==> src/verilog/ipv_pkg.sv <==
// constants and types shared by the interrupt priority and vector unit
package ipv_pkg;

  // register offsets on the plain register port
  localparam logic [7:0] OFS_TEST_CTRL = 8'h15;
  localparam logic [7:0] OFS_TEST_BITS = 8'h16;
  localparam logic [7:0] OFS_PROMOTE = 8'h1F;

  // test control field positions
  localparam int unsigned CTRL_WRT_BIT = 4;
  localparam int unsigned CTRL_SEL_LSB = 0;
  localparam int unsigned CTRL_SEL_W = 4;

  // sources indexed by vector low byte / 2: 0..121 I-maskable, 122 X
  localparam int unsigned NUM_SRC = 123;
  localparam int unsigned NUM_I_SRC = 122;
  localparam int unsigned NUM_GROUPS = 16;
  localparam int unsigned GROUP_BITS = 8;
  localparam int unsigned PAD_SRC = NUM_GROUPS * GROUP_BITS;
  localparam logic [6:0] IDX_IRQ = 7'h79;
  localparam logic [6:0] IDX_NONMASKABLE_PIN_REQUEST = 7'h7A;

  // vector page and fixed vectors
  localparam logic [7:0] VEC_PAGE = 8'hFF;
  localparam logic [15:0] VEC_SYS_RESET = 16'hFFFE;
  localparam logic [15:0] VEC_CLKMON_RESET = 16'hFFFC;
  localparam logic [15:0] VEC_WATCHDOG_RESET = 16'hFFFA;
  localparam logic [15:0] VEC_TRAP = 16'hFFF8;
  localparam logic [15:0] VEC_SWI = 16'hFFF6;
  localparam logic [15:0] VEC_NONMASKABLE_PIN_REQUEST = 16'hFFF4;

  // promotion select: highest legal value and reset value
  localparam logic [7:0] PROMOTE_MAX = 8'hF2;
  localparam logic [6:0] PROMOTE_RESET = 7'h79;

  // reset values
  localparam logic [7:0] TEST_BITS_RESET = 8'h00;
  localparam logic [15:0] VEC_ADDR_RESET = 16'h0000;

  // state of one test register group
  typedef struct packed {
    logic [7:0] bits;
  } ipv_group_s;

  // state of the unit
  typedef struct packed {
    logic wrt;
    logic [3:0] sel;
    logic [6:0] psel;
    logic [7:0] rdata;
    logic [15:0] last_vec;
    logic seen;
    logic [15:0] vec_addr;
    logic vec_valid;
    logic pending;
  } ipv_state_s;

endpackage : ipv_pkg

==> src/verilog/ipv_test_group.sv <==
// one test register group: eight forced request bits
`timescale 1ns/100ps
module ipv_test_group
  import ipv_pkg::*;
#(
  parameter int unsigned GROUP = 0
) (
  input wire logic clk_sys,
  input wire logic rst,
  input wire logic wr_en,
  input wire logic [7:0] wdata,
  output logic [7:0] forced
);

  ipv_group_s s_reg;
  ipv_group_s s_next;
  logic [7:0] impl_mask;

  // bits past the last source stay zero, so they cannot be tested
  always_comb begin
    for (int k = 0; k < GROUP_BITS; k++) begin
      impl_mask[k] = ((GROUP * GROUP_BITS + k) < NUM_SRC);
    end
  end

  // forced bits persist until software overwrites them
  always_comb begin
    s_next = s_reg;
    if (wr_en) begin
      s_next.bits = wdata & impl_mask;
    end
  end

  always_ff @(posedge clk_sys or posedge rst) begin
    if (rst) begin
      s_reg.bits <= TEST_BITS_RESET;
    end else begin
      s_reg <= s_next;
    end
  end

  assign forced = s_reg.bits;

endmodule : ipv_test_group

==> src/verilog/ipv_unit.sv <==
// interrupt priority and vector unit: test registers, promotion, decoder
//
// Strobed register access was chosen for this implementation.
`timescale 1ns/100ps
module ipv_unit
  import ipv_pkg::*;
(
  input wire logic CLK_SYS,
  input wire logic RST,
  input wire logic [7:0] REG_ADDR,
  input wire logic [7:0] REG_WDATA,
  input wire logic REG_WR,
  input wire logic REG_RD,
  output logic [7:0] REG_RDATA,
  input wire logic SPECIAL_MODE,
  input wire logic CCR_I_MASK,
  input wire logic CCR_X_MASK,
  input wire logic [NUM_SRC-1:0] INT_REQ,
  input wire logic SYS_RESET_REQ,
  input wire logic CLKMON_RESET_REQ,
  input wire logic WATCHDOG_RESET_REQ,
  input wire logic TRAP_REQ,
  input wire logic SWI_REQ,
  input wire logic VEC_REQ,
  output logic [15:0] VEC_ADDR,
  output logic VEC_VALID,
  output logic INT_PENDING
);

  ipv_state_s s_reg;
  ipv_state_s s_next;

  logic [PAD_SRC-1:0] forced_flat;
  logic [PAD_SRC-1:0] live_pad;
  logic [NUM_SRC-1:0] eff_req;
  logic [NUM_I_SRC-1:0] i_valid;
  logic x_valid;
  logic [6:0] prom_idx;
  logic [6:0] hi_idx;
  logic [15:0] best_vec;
  logic best_found;
  logic test_wr;
  logic ctl_wr_ok;
  logic [7:0] test_rd;
  logic [6:0] grp_base;

  // one test register per group of eight sources
  genvar g;
  generate
    for (g = 0; g < NUM_GROUPS; g++) begin : gen_grp
      ipv_test_group #(
        .GROUP(g)
      ) u_grp (
        .clk_sys(CLK_SYS),
        .rst(RST),
        .wr_en(test_wr && (s_reg.sel == 4'(g))),
        .wdata(REG_WDATA),
        .forced(forced_flat[g*GROUP_BITS +: GROUP_BITS])
      );
    end
  endgenerate

  // access qualifiers for the guarded registers
  assign test_wr = REG_WR && (REG_ADDR == OFS_TEST_BITS) && SPECIAL_MODE
    && s_reg.wrt && CCR_I_MASK;
  assign ctl_wr_ok = SPECIAL_MODE && CCR_I_MASK && CCR_X_MASK;
  assign live_pad = {{(PAD_SRC-NUM_SRC){1'b0}}, INT_REQ};
  assign grp_base = {s_reg.sel, 3'b000};

  // test read: live lines or forced bits, missing sources read zero
  always_comb begin
    if (!SPECIAL_MODE) begin
      test_rd = 8'h00;
    end else if (s_reg.wrt) begin
      test_rd = forced_flat[grp_base +: GROUP_BITS];
    end else begin
      test_rd = live_pad[grp_base +: GROUP_BITS];
    end
  end

  // real lines are cut off while test write mode is on
  always_comb begin
    for (int i = 0; i < NUM_SRC; i++) begin
      eff_req[i] = s_reg.wrt ? forced_flat[i] : INT_REQ[i];
    end
    i_valid = eff_req[NUM_I_SRC-1:0] & {NUM_I_SRC{~CCR_I_MASK}};
    x_valid = eff_req[IDX_NONMASKABLE_PIN_REQUEST] & ~CCR_X_MASK;
  end

  // promotion index; anything above the IRQ slot means IRQ
  always_comb begin
    if ({s_reg.psel, 1'b0} > PROMOTE_MAX) begin
      prom_idx = IDX_IRQ;
    end else begin
      prom_idx = s_reg.psel;
    end
  end

  // plain I priority: higher vector address wins
  always_comb begin
    hi_idx = 7'h00;
    for (int i = 0; i < NUM_I_SRC; i++) begin
      if (i_valid[i]) begin
        hi_idx = 7'(i);
      end
    end
  end

  // full exception priority chain
  always_comb begin
    best_found = 1'b1;
    if (SYS_RESET_REQ) begin
      best_vec = VEC_SYS_RESET;
    end else if (CLKMON_RESET_REQ) begin
      best_vec = VEC_CLKMON_RESET;
    end else if (WATCHDOG_RESET_REQ) begin
      best_vec = VEC_WATCHDOG_RESET;
    end else if (TRAP_REQ) begin
      best_vec = VEC_TRAP;
    end else if (SWI_REQ) begin
      best_vec = VEC_SWI;
    end else if (x_valid) begin
      best_vec = VEC_NONMASKABLE_PIN_REQUEST;
    end else if (i_valid[prom_idx]) begin
      best_vec = {VEC_PAGE, prom_idx, 1'b0};
    end else if (|i_valid) begin
      best_vec = {VEC_PAGE, hi_idx, 1'b0};
    end else begin
      best_vec = VEC_SWI;
      best_found = 1'b0;
    end
  end

  // register port, vector answer and sequence memory
  always_comb begin
    s_next = s_reg;
    s_next.rdata = 8'h00;
    s_next.vec_valid = 1'b0;
    s_next.pending = best_found;
    if (REG_WR && (REG_ADDR == OFS_TEST_CTRL)) begin
      s_next.sel = REG_WDATA[CTRL_SEL_LSB +: CTRL_SEL_W];
      if (ctl_wr_ok) begin
        s_next.wrt = REG_WDATA[CTRL_WRT_BIT];
      end
    end
    if (REG_WR && (REG_ADDR == OFS_PROMOTE) && CCR_I_MASK) begin
      s_next.psel = REG_WDATA[7:1];
    end
    if (REG_RD) begin
      unique case (REG_ADDR)
        OFS_TEST_CTRL: s_next.rdata = {3'b000, s_reg.wrt, s_reg.sel};
        OFS_TEST_BITS: s_next.rdata = test_rd;
        OFS_PROMOTE: s_next.rdata = {s_reg.psel, 1'b0};
        default: s_next.rdata = 8'h00;
      endcase
    end
    // the latest valid vector stands in for a request that dropped
    if (best_found) begin
      s_next.last_vec = best_vec;
      s_next.seen = 1'b1;
    end
    if (VEC_REQ) begin
      s_next.vec_valid = 1'b1;
      if (best_found) begin
        s_next.vec_addr = best_vec;
      end else if (s_reg.seen) begin
        s_next.vec_addr = s_reg.last_vec;
      end else begin
        s_next.vec_addr = VEC_SWI;
      end
    end
  end

  // state register; promotion resets to the IRQ slot
  always_ff @(posedge CLK_SYS or posedge RST) begin
    if (RST) begin
      s_reg.wrt <= 1'b0;
      s_reg.sel <= 4'h0;
      s_reg.psel <= PROMOTE_RESET;
      s_reg.rdata <= 8'h00;
      s_reg.last_vec <= VEC_SWI;
      s_reg.seen <= 1'b0;
      s_reg.vec_addr <= VEC_ADDR_RESET;
      s_reg.vec_valid <= 1'b0;
      s_reg.pending <= 1'b0;
    end else begin
      s_reg <= s_next;
    end
  end

  // outputs straight from the state register
  assign REG_RDATA = s_reg.rdata;
  assign VEC_ADDR = s_reg.vec_addr;
  assign VEC_VALID = s_reg.vec_valid;
  assign INT_PENDING = s_reg.pending;

  // checks on register access
  a_test_read_normal: assert property (@(posedge CLK_SYS)
    disable iff (RST)
    REG_RD && (REG_ADDR == OFS_TEST_BITS) && !SPECIAL_MODE
    |=> REG_RDATA == 8'h00)
    else $error("test bits read nonzero in normal mode");

  a_test_write_guard: assert property (@(posedge CLK_SYS)
    disable iff (RST)
    REG_WR && (REG_ADDR == OFS_TEST_BITS)
    && !(SPECIAL_MODE && s_reg.wrt && CCR_I_MASK)
    |=> $stable(forced_flat))
    else $error("guarded test write changed forced bits");

  a_group_f_high: assert property (@(posedge CLK_SYS)
    disable iff (RST)
    REG_RD && (REG_ADDR == OFS_TEST_BITS) && (s_reg.sel == 4'hF)
    |=> REG_RDATA[7:3] == 5'b00000)
    else $error("group F upper bits read nonzero");

  a_wrt_guard: assert property (@(posedge CLK_SYS)
    disable iff (RST)
    REG_WR && (REG_ADDR == OFS_TEST_CTRL) && !ctl_wr_ok
    |=> $stable(s_reg.wrt))
    else $error("test write enable changed without permission");

  a_promote_guard: assert property (@(posedge CLK_SYS)
    disable iff (RST)
    REG_WR && (REG_ADDR == OFS_PROMOTE) && !CCR_I_MASK
    |=> $stable(s_reg.psel))
    else $error("promotion changed with I mask clear");

  // checks on the vector answer
  a_vec_timing: assert property (@(posedge CLK_SYS)
    disable iff (RST)
    VEC_REQ |=> VEC_VALID ##1 !VEC_VALID || $past(VEC_REQ))
    else $error("vector answer not one cycle after request");

  a_sys_reset_top: assert property (@(posedge CLK_SYS)
    disable iff (RST)
    VEC_REQ && SYS_RESET_REQ |=> VEC_ADDR == VEC_SYS_RESET)
    else $error("system reset vector not supplied");

  a_trap_order: assert property (@(posedge CLK_SYS)
    disable iff (RST)
    VEC_REQ && TRAP_REQ && !SYS_RESET_REQ && !CLKMON_RESET_REQ
    && !WATCHDOG_RESET_REQ |=> VEC_ADDR == VEC_TRAP)
    else $error("trap vector not supplied");

  a_promote_wins: assert property (@(posedge CLK_SYS)
    disable iff (RST)
    VEC_REQ && !SYS_RESET_REQ && !CLKMON_RESET_REQ
    && !WATCHDOG_RESET_REQ && !TRAP_REQ && !SWI_REQ && !x_valid
    && i_valid[prom_idx] |=> VEC_ADDR == {VEC_PAGE, $past(prom_idx), 1'b0})
    else $error("promoted source not first among I sources");

  a_default_swi: assert property (@(posedge CLK_SYS)
    disable iff (RST)
    VEC_REQ && !best_found && !s_reg.seen |=> VEC_ADDR == VEC_SWI)
    else $error("default software vector not supplied");

  a_last_valid: assert property (@(posedge CLK_SYS)
    disable iff (RST)
    VEC_REQ && !best_found && s_reg.seen
    |=> VEC_ADDR == $past(s_reg.last_vec))
    else $error("last valid vector not supplied");

  // main scenarios
  c_vec_pending: cover property (@(posedge CLK_SYS) disable iff (RST)
    VEC_REQ && (|i_valid));
  c_test_write: cover property (@(posedge CLK_SYS) disable iff (RST)
    test_wr);
  c_promote_used: cover property (@(posedge CLK_SYS) disable iff (RST)
    VEC_REQ && i_valid[prom_idx] && (hi_idx != prom_idx));
  c_dropped_req: cover property (@(posedge CLK_SYS) disable iff (RST)
    VEC_REQ && !best_found && s_reg.seen);

endmodule : ipv_unit

==> config.mk <==
export PLATFORM = sky130hd
export DESIGN_NAME = ipv_unit
export DESIGN_NICKNAME = d
export VERILOG_FILES = /design/src/verilog/ipv_pkg.sv /design/src/verilog/ipv_test_group.sv /design/src/verilog/ipv_unit.sv
export SDC_FILE = /design/constraint.sdc
export NUM_CORES = 1
export LEC_CHECK = 0
export BUFFER_PORTS_ARGS = -buffer_cell sky130_fd_sc_hd__buf_2
export CORE_UTILIZATION = 49
export DETAILED_ROUTE_END_ITERATION = 7
export GPL_ROUTABILITY_DRIVEN = 0
export PLACE_DENSITY = 0.69
export RECOVER_POWER = 100
export SETUP_SLACK_MARGIN = 0.3
export SLEW_MARGIN = 20
export SYNTH_ARGS = -nofsm -noshare
export SYNTH_HDL_FRONTEND = slang
export SYNTH_SLANG_ARGS = --single-unit
==> constraint.sdc <==
create_clock -name CLK_SYS -period 10.3 [get_ports CLK_SYS]
set_input_delay 0.515 -clock CLK_SYS [delete_from_list [all_inputs] [get_ports CLK_SYS]]
set_output_delay 0.515 -clock CLK_SYS [all_outputs]
set_load 0.02 [all_outputs]
# Yosys cells after proc, flatten, opt, wreduce, memory -nomap -nowiden
# Index checks and enable logic that the tools add are counted.
[totals] register_bits=178 input_bits=152 out_inout_bits=26 wordCells=349
[op_classes] magnitude_cmp=2 n_eq_ne=18 n_shift=2 n_mux=270 n_bitwise=4 n_reduce_logical=28
[ops] operator="7-bit two-way mux" count=121
[ops] operator="128-bit by 8-bit indexed part select with 8-bit output" count=2
[ops] operator="1-bit two-way mux" count=134
[ops] operator="122-bit AND" count=1
[ops] operator="122-bit OR reduction" count=1
[ops] operator="8-bit two-way mux" count=11
[ops] operator="4-bit equality test, second input constant" count=8
[ops] operator="16-bit two-way mux" count=2
[ops] operator="1-bit logical AND" count=25
[ops] operator="8-bit by 5-bit equality test with 1-bit output, second input constant" count=3
[ops] operator="8-bit case mux with 3 select lines" count=1
[ops] operator="4-bit by 3-bit equality test with 1-bit output, second input constant" count=4
[ops] operator="4-bit by 2-bit equality test with 1-bit output, second input constant" count=2
[ops] operator="8-bit greater-than comparator, second input constant" count=1
[ops] operator="7-bit by 8-bit < comparator with 1-bit output, second input constant" count=1
[ops] operator="1-bit binary-select mux with 7-bit select" count=1
[ops] operator="4-bit by 1-bit equality test with 1-bit output, second input constant" count=1
[ops] operator="4-bit logical NOT" count=1
[ops] operator="1-bit inverter" count=2
[ops] operator="2-bit AND reduction" count=1
[ops] operator="1-bit AND" count=1

# Longest topological paths before layout
[depth] depth_word=132 ltp_mapped=17

# Modules after synthesis
# From an unflattened synthesis, not the netlist that was laid out.
[hier_totals] hier_cells=1614 area_unflattened_um2=14440.1
[by_module_without_submodules] mod="ipv_unit" instances=1 cells_each=1331 area_each_um2=9256.4 seq_area_each_um2=964.7
[by_module_without_submodules] mod="ipv_test_group (gen_grp[0].u_grp ...)" instances=15 cells_each=18 area_each_um2=335.3 seq_area_each_um2=200.2
[by_module_without_submodules] mod="ipv_test_group (gen_grp[15].u_grp)" instances=1 cells_each=13 area_each_um2=153.9 seq_area_each_um2=75.1

# Worst setup path before layout
# Ideal clock, no wire load.
[synth_timing] path_kind="register to register" start="reg s_reg[48] (netlist name)" end="reg s_reg, in the netlist VEC_ADDR[1]" setup_ps=120 t_arrival_ps=3129 required_ps=10180 setup_slack_ps=7051 path_stages_with_launch=15 cell_sequence="dfstp_2 buf_4 and4_1 buf_6 nor2_4 mux4_2 a2111oi_2 o221ai_1 a32o_1 a32oi_1 buf_4 nor3_2 a211oi_2 o211ai_1 a41o_1"
[synth_between] elab_chain_cells=12 elab_cells_between_ends=19 classes_between="1 x order compare; 18 x mux"
[synth_rtl] item="start: declaration" line_no="ipv_unit.sv:30" text="ipv_state_s s_reg;"
[synth_rtl] item="start signal: assignment" line_no="ipv_unit.sv:187" text="s_reg <= s_next;"
[synth_rtl] item="8-bit greater-than comparator" line_no="ipv_unit.sv:92" text="if ({s_reg.psel, 1'b0} > PROMOTE_MAX) begin"
[synth_rtl] item="7-bit two-way mux *" line_no="ipv_unit.sv:92"
[synth_rtl] item="1-bit binary-select mux with 7-bit select" line_no="ipv_unit.sv:124" text="end else if (i_valid[prom_idx]) begin"
[synth_rtl] item="1-bit two-way mux (implied by the code)" line_no="ipv_unit.sv:124"
[synth_rtl] item="8-bit two-way mux or 1-bit two-way mux (tied branches)" line_no="ipv_unit.sv:124"
[synth_rtl] item="8-bit two-way mux or 1-bit two-way mux (tied branches)" line_no="ipv_unit.sv:122" text="end else if (x_valid) begin"
[synth_rtl] item="8-bit two-way mux or 1-bit two-way mux (tied branches)" line_no="ipv_unit.sv:120" text="end else if (SWI_REQ) begin"
[synth_rtl] item="8-bit two-way mux or 1-bit two-way mux (tied branches)" line_no="ipv_unit.sv:118" text="end else if (TRAP_REQ) begin"
[synth_rtl] item="8-bit two-way mux or 1-bit two-way mux (tied branches)" line_no="ipv_unit.sv:116" text="end else if (WATCHDOG_RESET_REQ) begin"
[synth_rtl] item="8-bit two-way mux or 1-bit two-way mux (tied branches)" line_no="ipv_unit.sv:114" text="end else if (CLKMON_RESET_REQ) begin"
[synth_rtl] item="8-bit two-way mux or 1-bit two-way mux (tied branches)" line_no="ipv_unit.sv:112" text="if (SYS_RESET_REQ) begin"
[synth_rtl] item="16-bit two-way mux *" line_no="ipv_unit.sv:164" text="if (best_found) begin"
# Every way passes the cells marked *; elsewhere a longest branch is shown, timed or not. The select of a mux whose other input is x is not followed.
# A chain may end at the register's enable or synchronous reset.

# Worst setup path in the final report
[layout_timing] start="reg s_reg[54] (netlist name)" end="reg s_reg, in the netlist VEC_ADDR[1]"
[layout_between] elab_chain_cells=132 elab_cells_between_ends=266 classes_between="263 x mux; 2 x bitwise; 1 x reduce/logical"
[layout_rtl] item="1-bit two-way mux" line_no="ipv_unit.sv:84" text="eff_req[i] = s_reg.wrt ? forced_flat[i] : INT_REQ[i];"
[layout_rtl] item="122-bit AND" line_no="ipv_unit.sv:86" text="i_valid = eff_req[NUM_I_SRC-1:0] & {NUM_I_SRC{~CCR_I_MASK}};"
[layout_rtl] item="1-bit two-way mux" line_no="ipv_unit.sv:103" text="if (i_valid[i]) begin"
[layout_rtl] item="7-bit two-way mux (120 in series)" line_no="ipv_unit.sv:103"
[layout_rtl] item="8-bit two-way mux" line_no="ipv_unit.sv:126" text="end else if (|i_valid) begin"
[layout_rtl] item="8-bit two-way mux" line_no="ipv_unit.sv:124"
[layout_rtl] item="8-bit two-way mux" line_no="ipv_unit.sv:122"
[layout_rtl] item="8-bit two-way mux" line_no="ipv_unit.sv:120"
[layout_rtl] item="8-bit two-way mux" line_no="ipv_unit.sv:118"
[layout_rtl] item="8-bit two-way mux" line_no="ipv_unit.sv:116"
[layout_rtl] item="8-bit two-way mux" line_no="ipv_unit.sv:114"
[layout_rtl] item="8-bit two-way mux" line_no="ipv_unit.sv:112"
[layout_rtl] item="16-bit two-way mux *" line_no="ipv_unit.sv:164"
# Marked as above.

==> results.txt <==
VDD IR-drop max: 0.00008564 V
Startpoint types: flip-flop
Min Clock Period, post-route: 6.936 ns
Synth async-reset ratio: 1.000
First-pass GRT wire length: 82.10 mm
Post-CTS setup buffers: 0
Final Hold Viols: 0
HP Start: CLKMON_RESET_REQ
Simple-Gate Fraction of Synth Area: 0.1635
Setup Viol. Count Final: 0
Row count: 61
Initial antenna violation count: 1
Global-route usage over all layers: 0.3761
Fmax: 144.2 MHz
Post-route ant nets: 0
DR pass1 iterations: 8
Setup crit end kind: flip-flop
Cell Pwr Density: 109.6 nW/µm²
Max H-tree Level: 4
Pre-CTS setup slack: 5.123 ns
Port Buffers: 176
DIE HEIGHT: 172.1 µm
Sequential element share of the synthesized area: 0.2853
CTS sink cnt: 161
Status: finished, violations left
Layout cells sized above 1: 0.2803
Starting Density: 0.5045
Fin crit share: 0.6734
Failing checks: DRC, capacitance limit, slew limit
Hold_ws: 0.3911 ns
Setup crit start: s_reg[54]
Largest net degree at the start of global routing: 160
CTS Buffer Depth: 2
Fill cells: 2599
Fin Setup TNS: 0 ns
Relative slew slack: -1.496
Synth Warn #: 0
Gr ovfl total: 0
Via count: 14160
Number of vias per cell: 7.189
Worst Hold Class: in2reg
Reg2reg start: s_reg[54]
Worst-path fanout max: 96
WL per Instance: 28.02 µm
CTS Root Cell: clkbuf_16
Largest family of logic cells by synthesized area: multiplexers
CTS tree: built
Max reg flops: 123
Final Max Slew Viols: 163
Post-synthesis cell area: 14170 µm²
Post-synth EDFFs: 0
Post-synthesis xor/xnor area fraction: 0
Worst Path Required: 10.65 ns
Number of global-route vias before repair: 13080
Worst skew pair latency: 0.46 ns
Post-Syn Instances: 1507
Area Overhead vs Synth: 8.970%
Post-synthesis cell type count: 83
CTS buffer count: 17
Worst slew pin tran: 3.724 ns
Crit path cell chain: buf_4 > mux2i_1 > nor2_1 > mux4_2 > o31ai_1 > or4_1 > o311ai_0 > a32oi_1 > nor3_1 > a211oi_1 > o211ai_1 > a41o_1
Iter 0 DRT Violations: 2611
Routed WL: 55.18 mm
PnR Total Power: 1.693 mW
RSZ-0062 raised after global routing: no
Synthesized flop and latch total: 161
Synth Flop Type: dfrtp_1
Final Skew: 0.01446 ns
DP HPWL: 38.56 mm
DIE AREA: 29600 µm²
Clock Pin Slew Worst Setup and Hold Paths: 0.07 ns
Register area: 4045 µm²
Synth Area in Compound Gates: 0.1781
Leakage: 5.978 nW
Multi-input gate area: 9208 µm²
Antenna cells: 0
DRC viols: 19
Post-cts hold buffer count: 0
Final WS setup: 3.364 ns
Syn_area_per_cell: 9.404 µm²
Top-level I/O count: 178
CP arrival: 7.29 ns
Worst setup path class: reg2reg
Core area: 28090 µm²
Post-layout util: 0.5498
# resized after CTS: 0
Max-cap viol count: 3
Mapped Nets: 1659
Adder-cell area share of the yosys netlist: 0
Crit-path slowest cell: dfrtp_1
Final net count: 1730
Die width: 172.1 µm
Mux cell area share after synthesis: 0.3089
Crit-path max cell delay: 2.42 ns
==> kinds of logic after synthesis <==
kind of cell	Yosys count
AND/OR/NAND/NOR	475
AO/OA/AOI/OAI	372
multiplexers	318
buffers and inverters	180
flip-flops	161
other	1
==> layer usage <==
metal	up-vias	track usage	part of all wire
met5	-	0	0
met4	0	0.1716	0.056
met3	283	0.1147	0.14
met2	1248	0.5484	0.42
met1	6705	0.5105	0.38
li1	5919	-	-
==> cells in the final DEF (no fill, tap or decap), drive strengths merged, types with 8 or more instances in the layout <==
cell type	n
nor3	86
or3	9
dfstp	11
or2	10
clkbuf	47
nor2b	19
a2111oi	10
nor2	181
o22ai	23
a211oi	72
o221ai	10
dfrtp	150
nand3	13
o211ai	12
mux2i	92
nor3b	15
o31ai	10
nand2b	12
or4	8
nand2	68
mux4	81
a31oi	14
nor4	23
buf	162
a21oi	78
and3	8
mux2	145
inv	47
o21ai	68
==> worst max-delay path: cells and delay by family (launching register included) <==
kind	cells	cell delay (ns)
flops	1	2.42
compound gates	6	2.00
buf+inv	1	1.10
mux	2	0.87
simple gates	3	0.37
==> cells in the mapped netlist (all sizes together) (23+ instances only) <==
| master | count | share of area |
|---|---|---|
| nor2 | 181 | 0.048 |
| dfrtp | 150 | 0.26 |
| mux2 | 145 | 0.12 |
| mux2i | 92 | 0.065 |
| buf | 86 | 0.039 |
| nor3 | 86 | 0.031 |
| mux4 | 81 | 0.13 |
| a21oi | 78 | 0.028 |
| a211oi | 72 | 0.038 |
| nand2 | 68 | 0.018 |
| o21ai | 68 | 0.024 |
| clkbuf | 51 | 0.014 |
| inv | 43 | 0.011 |
| nor4 | 23 | 0.010 |
| o22ai | 23 | 0.010 |
==> cell type report <==
| type | instances | share of cell area |
|---|---|---|
| Multi-Input combinational cell | 1166 | 0.5963 |
| Sequential cell | 161 | 0.2620 |
| Timing Repair Buffer | 189 | 0.06223 |
| Tap cell | 378 | 0.03063 |
| Clock buffer | 20 | 0.02893 |
| Inverter | 43 | 0.01053 |
| Clock inverter | 12 | 0.009480 |
==> report_power, final <==
group / switching [mW] / total (mW) / leakage [nW] / internal [mW]
Sequential: 0.00961 / 0.647 / 2.13 / 0.638
Clock: 0.313 / 0.682 / 0.280 / 0.370
Combinational: 0.235 / 0.363 / 3.56 / 0.129
==> path summary, 6_finish.rpt <==
kind                                              end  slack [ns]  depth (start not counted)
setup / recovery                          VEC_ADDR[1]        3.36                         12
hold / removal                              s_reg[20]        0.39                          3
setup reg to reg                          VEC_ADDR[1]        3.36                         12
max in group asynchronous                 grp_base[4]        7.23                          3
hold reg to reg                             s_reg[23]        0.49                          2
min in group asynchronous  gen_grp[9].u_grp.forced[4]        1.16                          2
==> per-stage QoR <==
step | cell area, µm² | std cells
after floorplan | 14170 | 1507
after global placement | 14910 | 1937
after detailed placement | 14910 | 1937
after CTS | 15500 | 1969
after global routing | 15440 | 1969
final | 15440 | 1969
No activity file was read; power rests on OpenSTA's default activity.
